**src/tap_pkg.sv**
```systemverilog
// constants, types and state encodings for the sram boundary-scan test port
// Behaviour
// - the port holds a 3-bit instruction register, a 32-bit identification register, a 1-bit bypass and a 109-cell chain.
// - identification bits 31:29 hold the revision, 28:12 the device type and 11:1 the maker code.
// - identification bit 0 is always 1 to show that the register exists.
// - code 000 captures the input and output ring into the boundary chain.
// - code 001 loads the fixed identification code and shifts it between tdi and tdo.
// - code 010 captures the ring, shifts the boundary chain and forces every sram output driver to high impedance.
// - code 100 captures the ring and shifts the boundary chain without disturbing normal sram operation.
// - code 111 places the single-bit bypass between tdi and tdo.
// - under the identification or bypass instruction normal reads and writes are untouched.
// - the identification instruction is selected at power-up and on every tck rise taken in test-logic-reset.
// - the most significant chain cell sits next to tdi and the least significant next to tdo.
// - under code 000 the latched cell 108 enables the read-data drivers when high and floats them when low.
// - a shifted instruction takes effect only in update-ir, never while shifting.
package tap_pkg;

    // ------------------------------------------------------------
    // register sizes
    // ------------------------------------------------------------
    localparam int IR_W     = 3;
    localparam int ID_W     = 32;
    localparam int BSR_W    = 109;
    localparam int RING_W   = 108;
    localparam int TRI_CELL = 108;

    // ------------------------------------------------------------
    // identification field layout and fixed values
    // ------------------------------------------------------------
    localparam int ID_REV_LSB   = 29;
    localparam int ID_PART_LSB  = 12;
    localparam int ID_MAKER_LSB = 1;
    localparam int ID_PRESENT   = 0;
    localparam logic [2:0]  ID_REV_DEF   = 3'h1;       // value is arbitrary
    localparam logic [16:0] ID_PART_DEF  = 17'h0a5a5;  // value is arbitrary
    localparam logic [10:0] ID_MAKER_DEF = 11'h2aa;    // value is arbitrary

    // ------------------------------------------------------------
    // reset and capture values
    // ------------------------------------------------------------
    localparam logic [2:0] IR_CAPTURE = 3'h1;   // fixed 01 pattern in the low bits
    localparam logic       TRI_RESET  = 1'h0;

    // ------------------------------------------------------------
    // instruction codes
    // ------------------------------------------------------------
    typedef enum logic [2:0] {
        INS_EXTEST  = 3'b000,
        INS_IDCODE  = 3'b001,
        INS_SAMPLEZ = 3'b010,
        INS_RSVD3   = 3'b011,
        INS_SAMPLE  = 3'b100,
        INS_RSVD5   = 3'b101,
        INS_RSVD6   = 3'b110,
        INS_BYPASS  = 3'b111
    } instr_e;

    // ------------------------------------------------------------
    // tap controller states
    // ------------------------------------------------------------
    typedef enum logic [3:0] {
        ST_RESET   = 4'b0000,
        ST_IDLE    = 4'b0001,
        ST_SEL_DR  = 4'b0010,
        ST_CAP_DR  = 4'b0011,
        ST_SH_DR   = 4'b0100,
        ST_EX1_DR  = 4'b0101,
        ST_PAU_DR  = 4'b0110,
        ST_EX2_DR  = 4'b0111,
        ST_UPD_DR  = 4'b1000,
        ST_SEL_IR  = 4'b1001,
        ST_CAP_IR  = 4'b1010,
        ST_SH_IR   = 4'b1011,
        ST_EX1_IR  = 4'b1100,
        ST_PAU_IR  = 4'b1101,
        ST_EX2_IR  = 4'b1110,
        ST_UPD_IR  = 4'b1111
    } tap_state_e;

    // ------------------------------------------------------------
    // carriers
    // ------------------------------------------------------------
    typedef struct packed {
        logic tck;
        logic tms;
        logic tdi;
    } tap_pins_s;

    typedef struct packed {
        tap_state_e state;
    } fsm_state_s;

endpackage

```
**src/tap_fsm.sv**
```systemverilog
// sixteen-state test access controller stepped by sampled tck rising edges
module tap_fsm (
    // clock and reset
    input  wire logic              core_clk,
    input  wire logic              rst_n,
    input  wire logic              clk_en,
    // sampled link
    input  wire logic              tck_rise,
    input  wire logic              tms,
    // controller state
    output tap_pkg::tap_state_e    state
);

    tap_pkg::fsm_state_s st_r;
    tap_pkg::fsm_state_s st_nxt;

    assign state = st_r.state;

    // next state taken only on a rising tck edge
    always_comb begin
        st_nxt = st_r;
        if (tck_rise) begin
            case (st_r.state)
                tap_pkg::ST_RESET:  st_nxt.state = tms ? tap_pkg::ST_RESET  : tap_pkg::ST_IDLE;
                tap_pkg::ST_IDLE:   st_nxt.state = tms ? tap_pkg::ST_SEL_DR : tap_pkg::ST_IDLE;
                tap_pkg::ST_SEL_DR: st_nxt.state = tms ? tap_pkg::ST_SEL_IR : tap_pkg::ST_CAP_DR;
                tap_pkg::ST_CAP_DR: st_nxt.state = tms ? tap_pkg::ST_EX1_DR : tap_pkg::ST_SH_DR;
                tap_pkg::ST_SH_DR:  st_nxt.state = tms ? tap_pkg::ST_EX1_DR : tap_pkg::ST_SH_DR;
                tap_pkg::ST_EX1_DR: st_nxt.state = tms ? tap_pkg::ST_UPD_DR : tap_pkg::ST_PAU_DR;
                tap_pkg::ST_PAU_DR: st_nxt.state = tms ? tap_pkg::ST_EX2_DR : tap_pkg::ST_PAU_DR;
                tap_pkg::ST_EX2_DR: st_nxt.state = tms ? tap_pkg::ST_UPD_DR : tap_pkg::ST_SH_DR;
                tap_pkg::ST_UPD_DR: st_nxt.state = tms ? tap_pkg::ST_SEL_DR : tap_pkg::ST_IDLE;
                tap_pkg::ST_SEL_IR: st_nxt.state = tms ? tap_pkg::ST_RESET  : tap_pkg::ST_CAP_IR;
                tap_pkg::ST_CAP_IR: st_nxt.state = tms ? tap_pkg::ST_EX1_IR : tap_pkg::ST_SH_IR;
                tap_pkg::ST_SH_IR:  st_nxt.state = tms ? tap_pkg::ST_EX1_IR : tap_pkg::ST_SH_IR;
                tap_pkg::ST_EX1_IR: st_nxt.state = tms ? tap_pkg::ST_UPD_IR : tap_pkg::ST_PAU_IR;
                tap_pkg::ST_PAU_IR: st_nxt.state = tms ? tap_pkg::ST_EX2_IR : tap_pkg::ST_PAU_IR;
                tap_pkg::ST_EX2_IR: st_nxt.state = tms ? tap_pkg::ST_UPD_IR : tap_pkg::ST_SH_IR;
                tap_pkg::ST_UPD_IR: st_nxt.state = tms ? tap_pkg::ST_SEL_DR : tap_pkg::ST_IDLE;
                default:            st_nxt.state = tap_pkg::ST_RESET;
            endcase
        end
    end

    // power-up lands in test-logic-reset
    always_ff @(posedge core_clk) begin
        if (!rst_n) begin
            st_r.state <= tap_pkg::ST_RESET;
        end else if (clk_en) begin
            st_r <= st_nxt;
        end
    end

endmodule // tap_fsm

```
**src/sram_boundary_scan_tap.sv**
```systemverilog
// boundary-scan test access port of a burst sram, run from the core clock
module sram_boundary_scan_tap #(
    parameter logic [2:0]  ID_REV   = tap_pkg::ID_REV_DEF,
    parameter logic [16:0] ID_PART  = tap_pkg::ID_PART_DEF,
    parameter logic [10:0] ID_MAKER = tap_pkg::ID_MAKER_DEF
) (
    // clock and reset
    input  wire logic                          core_clk,
    input  wire logic                          rst_n,
    input  wire logic                          clk_en,
    // test link pins
    input  wire logic                          tck,
    input  wire logic                          tms,
    input  wire logic                          tdi,
    output logic                               tdo,
    output logic                               tdo_oe,
    // boundary ring
    input  wire logic [tap_pkg::RING_W-1:0]    ring_in,
    output logic      [tap_pkg::RING_W-1:0]    ring_drive,
    output logic                               ring_drive_en,
    // sram read-data output control
    output logic                               q_oe
);

    // ------------------------------------------------------------
    // state
    // ------------------------------------------------------------
    typedef struct packed {
        tap_pkg::tap_pins_s            pin_s1;
        tap_pkg::tap_pins_s            pin_s2;
        logic                          tck_prev;
        logic [tap_pkg::RING_W-1:0]    ring_s1;
        logic [tap_pkg::RING_W-1:0]    ring_s2;
        logic [tap_pkg::IR_W-1:0]      ir_sr;
        tap_pkg::instr_e               ir_act;
        logic [tap_pkg::BSR_W-1:0]     dr_sr;
        logic [tap_pkg::BSR_W-1:0]     bsr_upd;
        logic                          tdo;
        logic                          tdo_oe;
        logic [tap_pkg::RING_W-1:0]    ring_drive;
        logic                          ring_drive_en;
        logic                          q_oe;
    } tap_s;

    tap_s                  st_r;
    tap_s                  st_nxt;
    tap_pkg::tap_state_e   tap_state;
    logic                  tck_rise;
    logic                  tck_fall;
    logic [tap_pkg::ID_W-1:0] id_word;

    // ------------------------------------------------------------
    // fixed identification word
    // ------------------------------------------------------------
    // field positions follow the package layout; bit 0 is a hard one
    assign id_word = {ID_REV, ID_PART, ID_MAKER, 1'b1};

    // edges are found on the second synchroniser stage only
    assign tck_rise = st_r.pin_s2.tck & ~st_r.tck_prev;
    assign tck_fall = ~st_r.pin_s2.tck & st_r.tck_prev;

    // ------------------------------------------------------------
    // controller
    // ------------------------------------------------------------
    tap_fsm u_fsm (
        .core_clk (core_clk),
        .rst_n    (rst_n),
        .clk_en   (clk_en),
        .tck_rise (tck_rise),
        .tms      (st_r.pin_s2.tms),
        .state    (tap_state)
    );

    // ------------------------------------------------------------
    // datapath next state
    // ------------------------------------------------------------
    // every action keys off the controller state seen before the edge,
    // matching how a tck-clocked port would act on that same edge
    always_comb begin
        st_nxt          = st_r;
        st_nxt.pin_s1   = tap_pkg::tap_pins_s'{tck: tck, tms: tms, tdi: tdi};
        st_nxt.pin_s2   = st_r.pin_s1;
        st_nxt.tck_prev = st_r.pin_s2.tck;
        // ring pins are synchronised too; a ring moving during capture may mix old and new bits
        st_nxt.ring_s1  = ring_in;
        st_nxt.ring_s2  = st_r.ring_s1;

        // rising tck: capture, shift and update
        if (tck_rise) begin
            case (tap_state)
                tap_pkg::ST_RESET: begin
                    st_nxt.ir_act                    = tap_pkg::INS_IDCODE;
                    st_nxt.bsr_upd[tap_pkg::TRI_CELL] = tap_pkg::TRI_RESET;
                end
                tap_pkg::ST_CAP_IR: begin
                    st_nxt.ir_sr = tap_pkg::IR_CAPTURE;
                end
                tap_pkg::ST_SH_IR: begin
                    // only the shift stage moves; the active code holds
                    st_nxt.ir_sr = {st_r.pin_s2.tdi, st_r.ir_sr[tap_pkg::IR_W-1:1]};
                end
                tap_pkg::ST_UPD_IR: begin
                    st_nxt.ir_act = tap_pkg::instr_e'(st_r.ir_sr);
                end
                tap_pkg::ST_CAP_DR: begin
                    case (st_r.ir_act)
                        tap_pkg::INS_EXTEST,
                        tap_pkg::INS_SAMPLEZ,
                        tap_pkg::INS_SAMPLE: begin
                            // the internal cell reports its own latched value
                            st_nxt.dr_sr = {st_r.bsr_upd[tap_pkg::TRI_CELL], st_r.ring_s2};
                        end
                        tap_pkg::INS_IDCODE: begin
                            st_nxt.dr_sr = {{(tap_pkg::BSR_W-tap_pkg::ID_W){1'b0}}, id_word};
                        end
                        default: begin
                            // bypass and the unused codes capture a zero
                            st_nxt.dr_sr = '0;
                        end
                    endcase
                end
                tap_pkg::ST_SH_DR: begin
                    case (st_r.ir_act)
                        tap_pkg::INS_EXTEST,
                        tap_pkg::INS_SAMPLEZ,
                        tap_pkg::INS_SAMPLE: begin
                            // tdi enters the top cell, bit 0 leaves toward tdo
                            st_nxt.dr_sr = {st_r.pin_s2.tdi, st_r.dr_sr[tap_pkg::BSR_W-1:1]};
                        end
                        tap_pkg::INS_IDCODE: begin
                            st_nxt.dr_sr[tap_pkg::ID_W-1:0] =
                                {st_r.pin_s2.tdi, st_r.dr_sr[tap_pkg::ID_W-1:1]};
                        end
                        default: begin
                            st_nxt.dr_sr[0] = st_r.pin_s2.tdi;
                        end
                    endcase
                end
                tap_pkg::ST_UPD_DR: begin
                    // preload only for the chain instructions
                    if (st_r.ir_act == tap_pkg::INS_EXTEST || st_r.ir_act == tap_pkg::INS_SAMPLEZ ||
                        st_r.ir_act == tap_pkg::INS_SAMPLE) begin
                        st_nxt.bsr_upd = st_r.dr_sr;
                    end
                end
                default: begin
                end
            endcase
        end

        // falling tck: present the outgoing bit
        if (tck_fall) begin
            st_nxt.tdo_oe = (tap_state == tap_pkg::ST_SH_IR) || (tap_state == tap_pkg::ST_SH_DR);
            st_nxt.tdo    = (tap_state == tap_pkg::ST_SH_IR) ? st_r.ir_sr[0] : st_r.dr_sr[0];
        end

        // pin control follows the active instruction and the preload
        st_nxt.ring_drive    = st_nxt.bsr_upd[tap_pkg::RING_W-1:0];
        st_nxt.ring_drive_en = (st_nxt.ir_act == tap_pkg::INS_EXTEST);
        case (st_nxt.ir_act)
            tap_pkg::INS_EXTEST:  st_nxt.q_oe = st_nxt.bsr_upd[tap_pkg::TRI_CELL];
            tap_pkg::INS_SAMPLEZ: st_nxt.q_oe = 1'b0;
            default:              st_nxt.q_oe = 1'b1;
        endcase
    end

    // ------------------------------------------------------------
    // state register
    // ------------------------------------------------------------
    // clk_en low freezes everything, the synchronisers included
    always_ff @(posedge core_clk) begin
        if (!rst_n) begin
            st_r.pin_s1        <= '0;
            st_r.pin_s2        <= '0;
            st_r.tck_prev      <= 1'b0;
            st_r.ring_s1       <= '0;
            st_r.ring_s2       <= '0;
            st_r.ir_sr         <= tap_pkg::IR_CAPTURE;
            st_r.ir_act        <= tap_pkg::INS_IDCODE;
            st_r.dr_sr         <= '0;
            st_r.bsr_upd       <= '0;
            st_r.tdo           <= 1'b0;
            st_r.tdo_oe        <= 1'b0;
            st_r.ring_drive    <= '0;
            st_r.ring_drive_en <= 1'b0;
            st_r.q_oe          <= 1'b1;
        end else if (clk_en) begin
            st_r <= st_nxt;
        end
    end

    // ------------------------------------------------------------
    // outputs
    // ------------------------------------------------------------
    assign tdo           = st_r.tdo;
    assign tdo_oe        = st_r.tdo_oe;
    assign ring_drive    = st_r.ring_drive;
    assign ring_drive_en = st_r.ring_drive_en;
    assign q_oe          = st_r.q_oe;

endmodule // sram_boundary_scan_tap

```
**config.mk**
```make
export PLATFORM = sky130hd
export DESIGN_NAME = sram_boundary_scan_tap
export DESIGN_NICKNAME = d
export VERILOG_FILES = /design/src/tap_pkg.sv /design/src/tap_fsm.sv /design/src/sram_boundary_scan_tap.sv
export SDC_FILE = /design/constraint.sdc
export NUM_CORES = 1
export LEC_CHECK = 0
export BUFFER_PORTS_ARGS = -buffer_cell sky130_fd_sc_hd__buf_2
export CORE_UTILIZATION = 45
export DETAILED_ROUTE_END_ITERATION = 8
export MAX_ROUTING_LAYER = met4
export PLACE_DENSITY = 0.69
export SLEW_MARGIN = 20
export SYNTH_ARGS = -nofsm -noshare
export SYNTH_HDL_FRONTEND = slang
export SYNTH_SLANG_ARGS = --single-unit
```
**constraint.sdc**
```tcl
create_clock -name core_clk -period 2.6 [get_ports core_clk]
set_input_delay 0.13 -clock core_clk [delete_from_list [all_inputs] [get_ports core_clk]]
set_output_delay 0.13 -clock core_clk [all_outputs]
set_load 0.02 [all_outputs]
```
==> impl_metrics.py <==
metrics = {
    "finish": {
        "fillCellCount": 3458,
        "nets": 2224,
        "final_cells": 2671,
        "layout-drive-gt1-share_pct": 16.1,
        "syn2layout_area_growth_pct": 19.6,
    },
    "timing": {
        "fin_skew_ns": 0.0177,
        "maxSlewViolCount": 0,
        "post-route-period-util_pct": 86.8,
        "maxSlewHeadroom_pct": 36.4,
        "finalHoldViolCount": 0,
        "min_period_ns": 2.26,
        "finalSetupTns_ns": 0,
        "layout_setup_ws_ns": 0.343,
        "tightestPinTransition_ns": 0.952,
        "rsz0062_at_grt": "no",
        "setup_violations": 0,
        "fmax_ghz": 0.443,
    },
    "worst_setup_path": {
        "required_ns": 3.02,
        "crit_type": "reg -> reg",
        "start_kind": "flop",
        "cp_max_fo": 31,
        "cp-end-kind": "flop",
        "cp.arrival_ns": 2.67,
    },
    "synthesis": {
        "synthFlopType": "dfxtp_1",
        "synth-seq-area-share_pct": 50.4,
        "syn-instance-count": 1947,
        "yosysUniqueCellTypes": 55,
        "async_flop_share_pct": 0,
        "yosysWarnings": 0,
        "avgSynthCellArea_um2": 9.28,
        "yosysTopAreaCell": "dfxtp_1",
        "synth_area_um2": 18100,
        "synth_enable_flop_cells": 0,
        "ys_seq_elements": 455,
        "synth_fp_nets": 2061,
        "synthTopCellsByArea": "dfxtp_1, mux2i_1, nor2_1",
        "synth_top_area_share_pct": 50.4,
        "synth_common_cells": "dfxtp_1, nor2_1, mux2i_1, nand2_1, a21oi_1",
        "synth.most_common_cell": "dfxtp_1",
    },
    "grt": {
        "track_usage_pct": 21.2,
        "antenna_found_initial": 1,
        "grt-ovfl-total": 0,
        "grt_pass1_vias": 13500,
        "grt_pass1_wl_um": 69700,
        "grt_max_degree": 143,
    },
    "die": {
        "die_area_um2": 40900,
        "num_rows": 73,
        "design.core.area_um2": 39600,
        "die_y_um": 202,
        "die_x_um": 202,
        "design.portCount": 226,
        "start_util_pct": 45.6,
    },
    "worst_hold_path": {
        "worst_hold_path_type": "in -> reg",
    },
    "place": {
        "port_buffers": 225,
        "place_congestion": 0.815,
        "dp.cells": 2462,
        "place_ws_ns": 0.221,
        "dp_hpwl_um": 26000,
    },
    "cts": {
        "clock_latency_ns": 0.58,
        "cts_root_buf": "clkbuf_16",
        "cts_setup_buffers": 0,
        "cts_tree": "built",
        "cts_made_buffers": 49,
        "clock_path_buffers": 3,
        "clk_pin_slew_ns": 0.06,
        "cts-htree-levels": 2,
        "cts.sinks": 455,
    },
    "route": {
        "drt_iter0_markers": 781,
        "wl_um": 43100,
        "wl_per_cell_um": 16.1,
        "ant_nets": 0,
        "drc_errors": 0,
        "viasPerCell": 5.30,
        "vias": 14100,
        "dr.pass1.iters": 6,
    },
    "power": {
        "total_power_w": 0.0150,
        "vdd_drop_max_uv": 570,
        "p_per_area_nw_per_um2": 695,
        "p_leak_nw": 8.86,
    },
    "run_status": {
        "status": "complete, no violations",
    },
    "job": {
        "max_cap_violations": 0,
    },
}
-- registers in the layout, indices dropped and copies added (netlist names) --
register / flops
st_r: 335
st_nxt: 112
u_fsm.state: 4
q_oe: 1
ring_drive_en: 1
tdo: 1
tdo_oe: 1
-- final cells by class --
class                           instances  area (um2)  share of cell area, %
Timing Repair Buffer                  381        2780                   12.9
Antenna cell                            1        2.50                 0.0116
Tap cell                              525         657                   3.04
Clock inverter                         14         164                  0.759
Clock buffer                           72        1420                   6.59
Multi-Input combinational cell       1137        7130                   33.0
Sequential cell                       455        9110                   42.2
Inverter                               86         330                   1.53
-- through the flow --
step | hold WS (ns) | utilization [%] | instance area [um2]
CTS | 0.284 | 54.4 | 21600
detailed placement | 0.371 | 47.4 | 18800
global route | 0.322 | 54.5 | 21600
global placement | 0.365 | 47.4 | 18800
floorplan | 0.277 | - | 18100
finish | 0.324 | 54.5 | 21600
-- critical path: stages (launching register included) --
cell and delay, ns:
dfxtp_1 0.44, buf_4 0.22, or4b_1 0.54, or3_1 0.37
buf_4 0.25, a21oi_1 0.19, a211oi_1 0.07
-- path summary, 6_finish.rpt --
kind | endpoint | depth (start not counted) | slack [ns] | startpoint
hold / removal | st_nxt[437]$_SDFFE_PN0P_ | 4 | 0.32 | ring_in[101]
hold reg to reg | st_r[213]$_SDFFE_PN0P_ | 2 | 0.45 | st_r[213]$_SDFFE_PN0P_
setup reg to reg | st_r[242]$_SDFFE_PN0P_ | 6 | 0.34 | u_fsm.state[2]$_SDFFE_PN0P_
setup / recovery | st_r[242]$_SDFFE_PN0P_ | 6 | 0.34 | u_fsm.state[2]$_SDFFE_PN0P_
-- report_power, final --
group          switching [W]  internal (W)
clock                0.00277       0.00408
combinational       0.000466      0.000449
sequential          0.000103       0.00714
total                0.00334        0.0117
-- cell usage in the layout (no fill, tap or decap), types with 2 or more instances in the layout --
cell	count
o211ai_1	5
a21oi_2	3
a211o_1	14
o2111ai_1	14
mux2i_1	224
a31oi_1	5
a21oi_1	149
buf_2	224
xnor2_1	2
o21ai_0	28
clkbuf_8	11
nand2b_1	2
nor2b_1	3
nand2_1	219
nor3_1	4
buf_12	13
clkinv_2	5
nand3b_1	2
and3_1	2
clkbuf_1	12
buf_4	21
and3b_1	2
a221oi_1	77
or3_1	2
a211oi_1	96
nor4_1	2
dlygate4sd3_1	122
a22oi_1	18
bufinv_16	3
nand3_1	2
clkbuf_16	49
o21a_1	2
nor2_1	232
a21boi_0	2
and4_1	2
clkinvlp_4	3
inv_1	85
dfxtp_1	455
a21o_1	2
inv_6	3
-- per-layer routing --
metal | share of wire (%) | track usage [%] | vias to the layer above
met1 | 46 | 26.8 | 6753
met2 | 47 | 34.3 | 339
met3 | 4.2 | 3.53 | 86
met5 | 0 | - | -
li1 | - | - | 6968
met4 | 2.5 | 6.98 | 0
-- kinds of logic (layout without fill, tap and decap cells) --
family | count (synthesis) | count (layout) | share of synthesized area, %
AND/OR/NAND/NOR | 487 | 487 | 10.8
flip-flops | 455 | 455 | 50.4
AO/OA/AOI/OAI | 423 | 423 | 15.8
buffers and inverters | 355 | 553 | 10.3
multiplexers | 225 | 225 | 12.5
XOR/XNOR | 2 | 2 | 0.0970
other | 0 | 1 | 0
-- what timing repair did --
item	in CTS	in global routing
hold endpoints to repair	128	0
setup endpoints to repair	0	3
resized for setup	0	1
hold buffers	122	0
No activity file was read; power rests on OpenSTA's default activity.
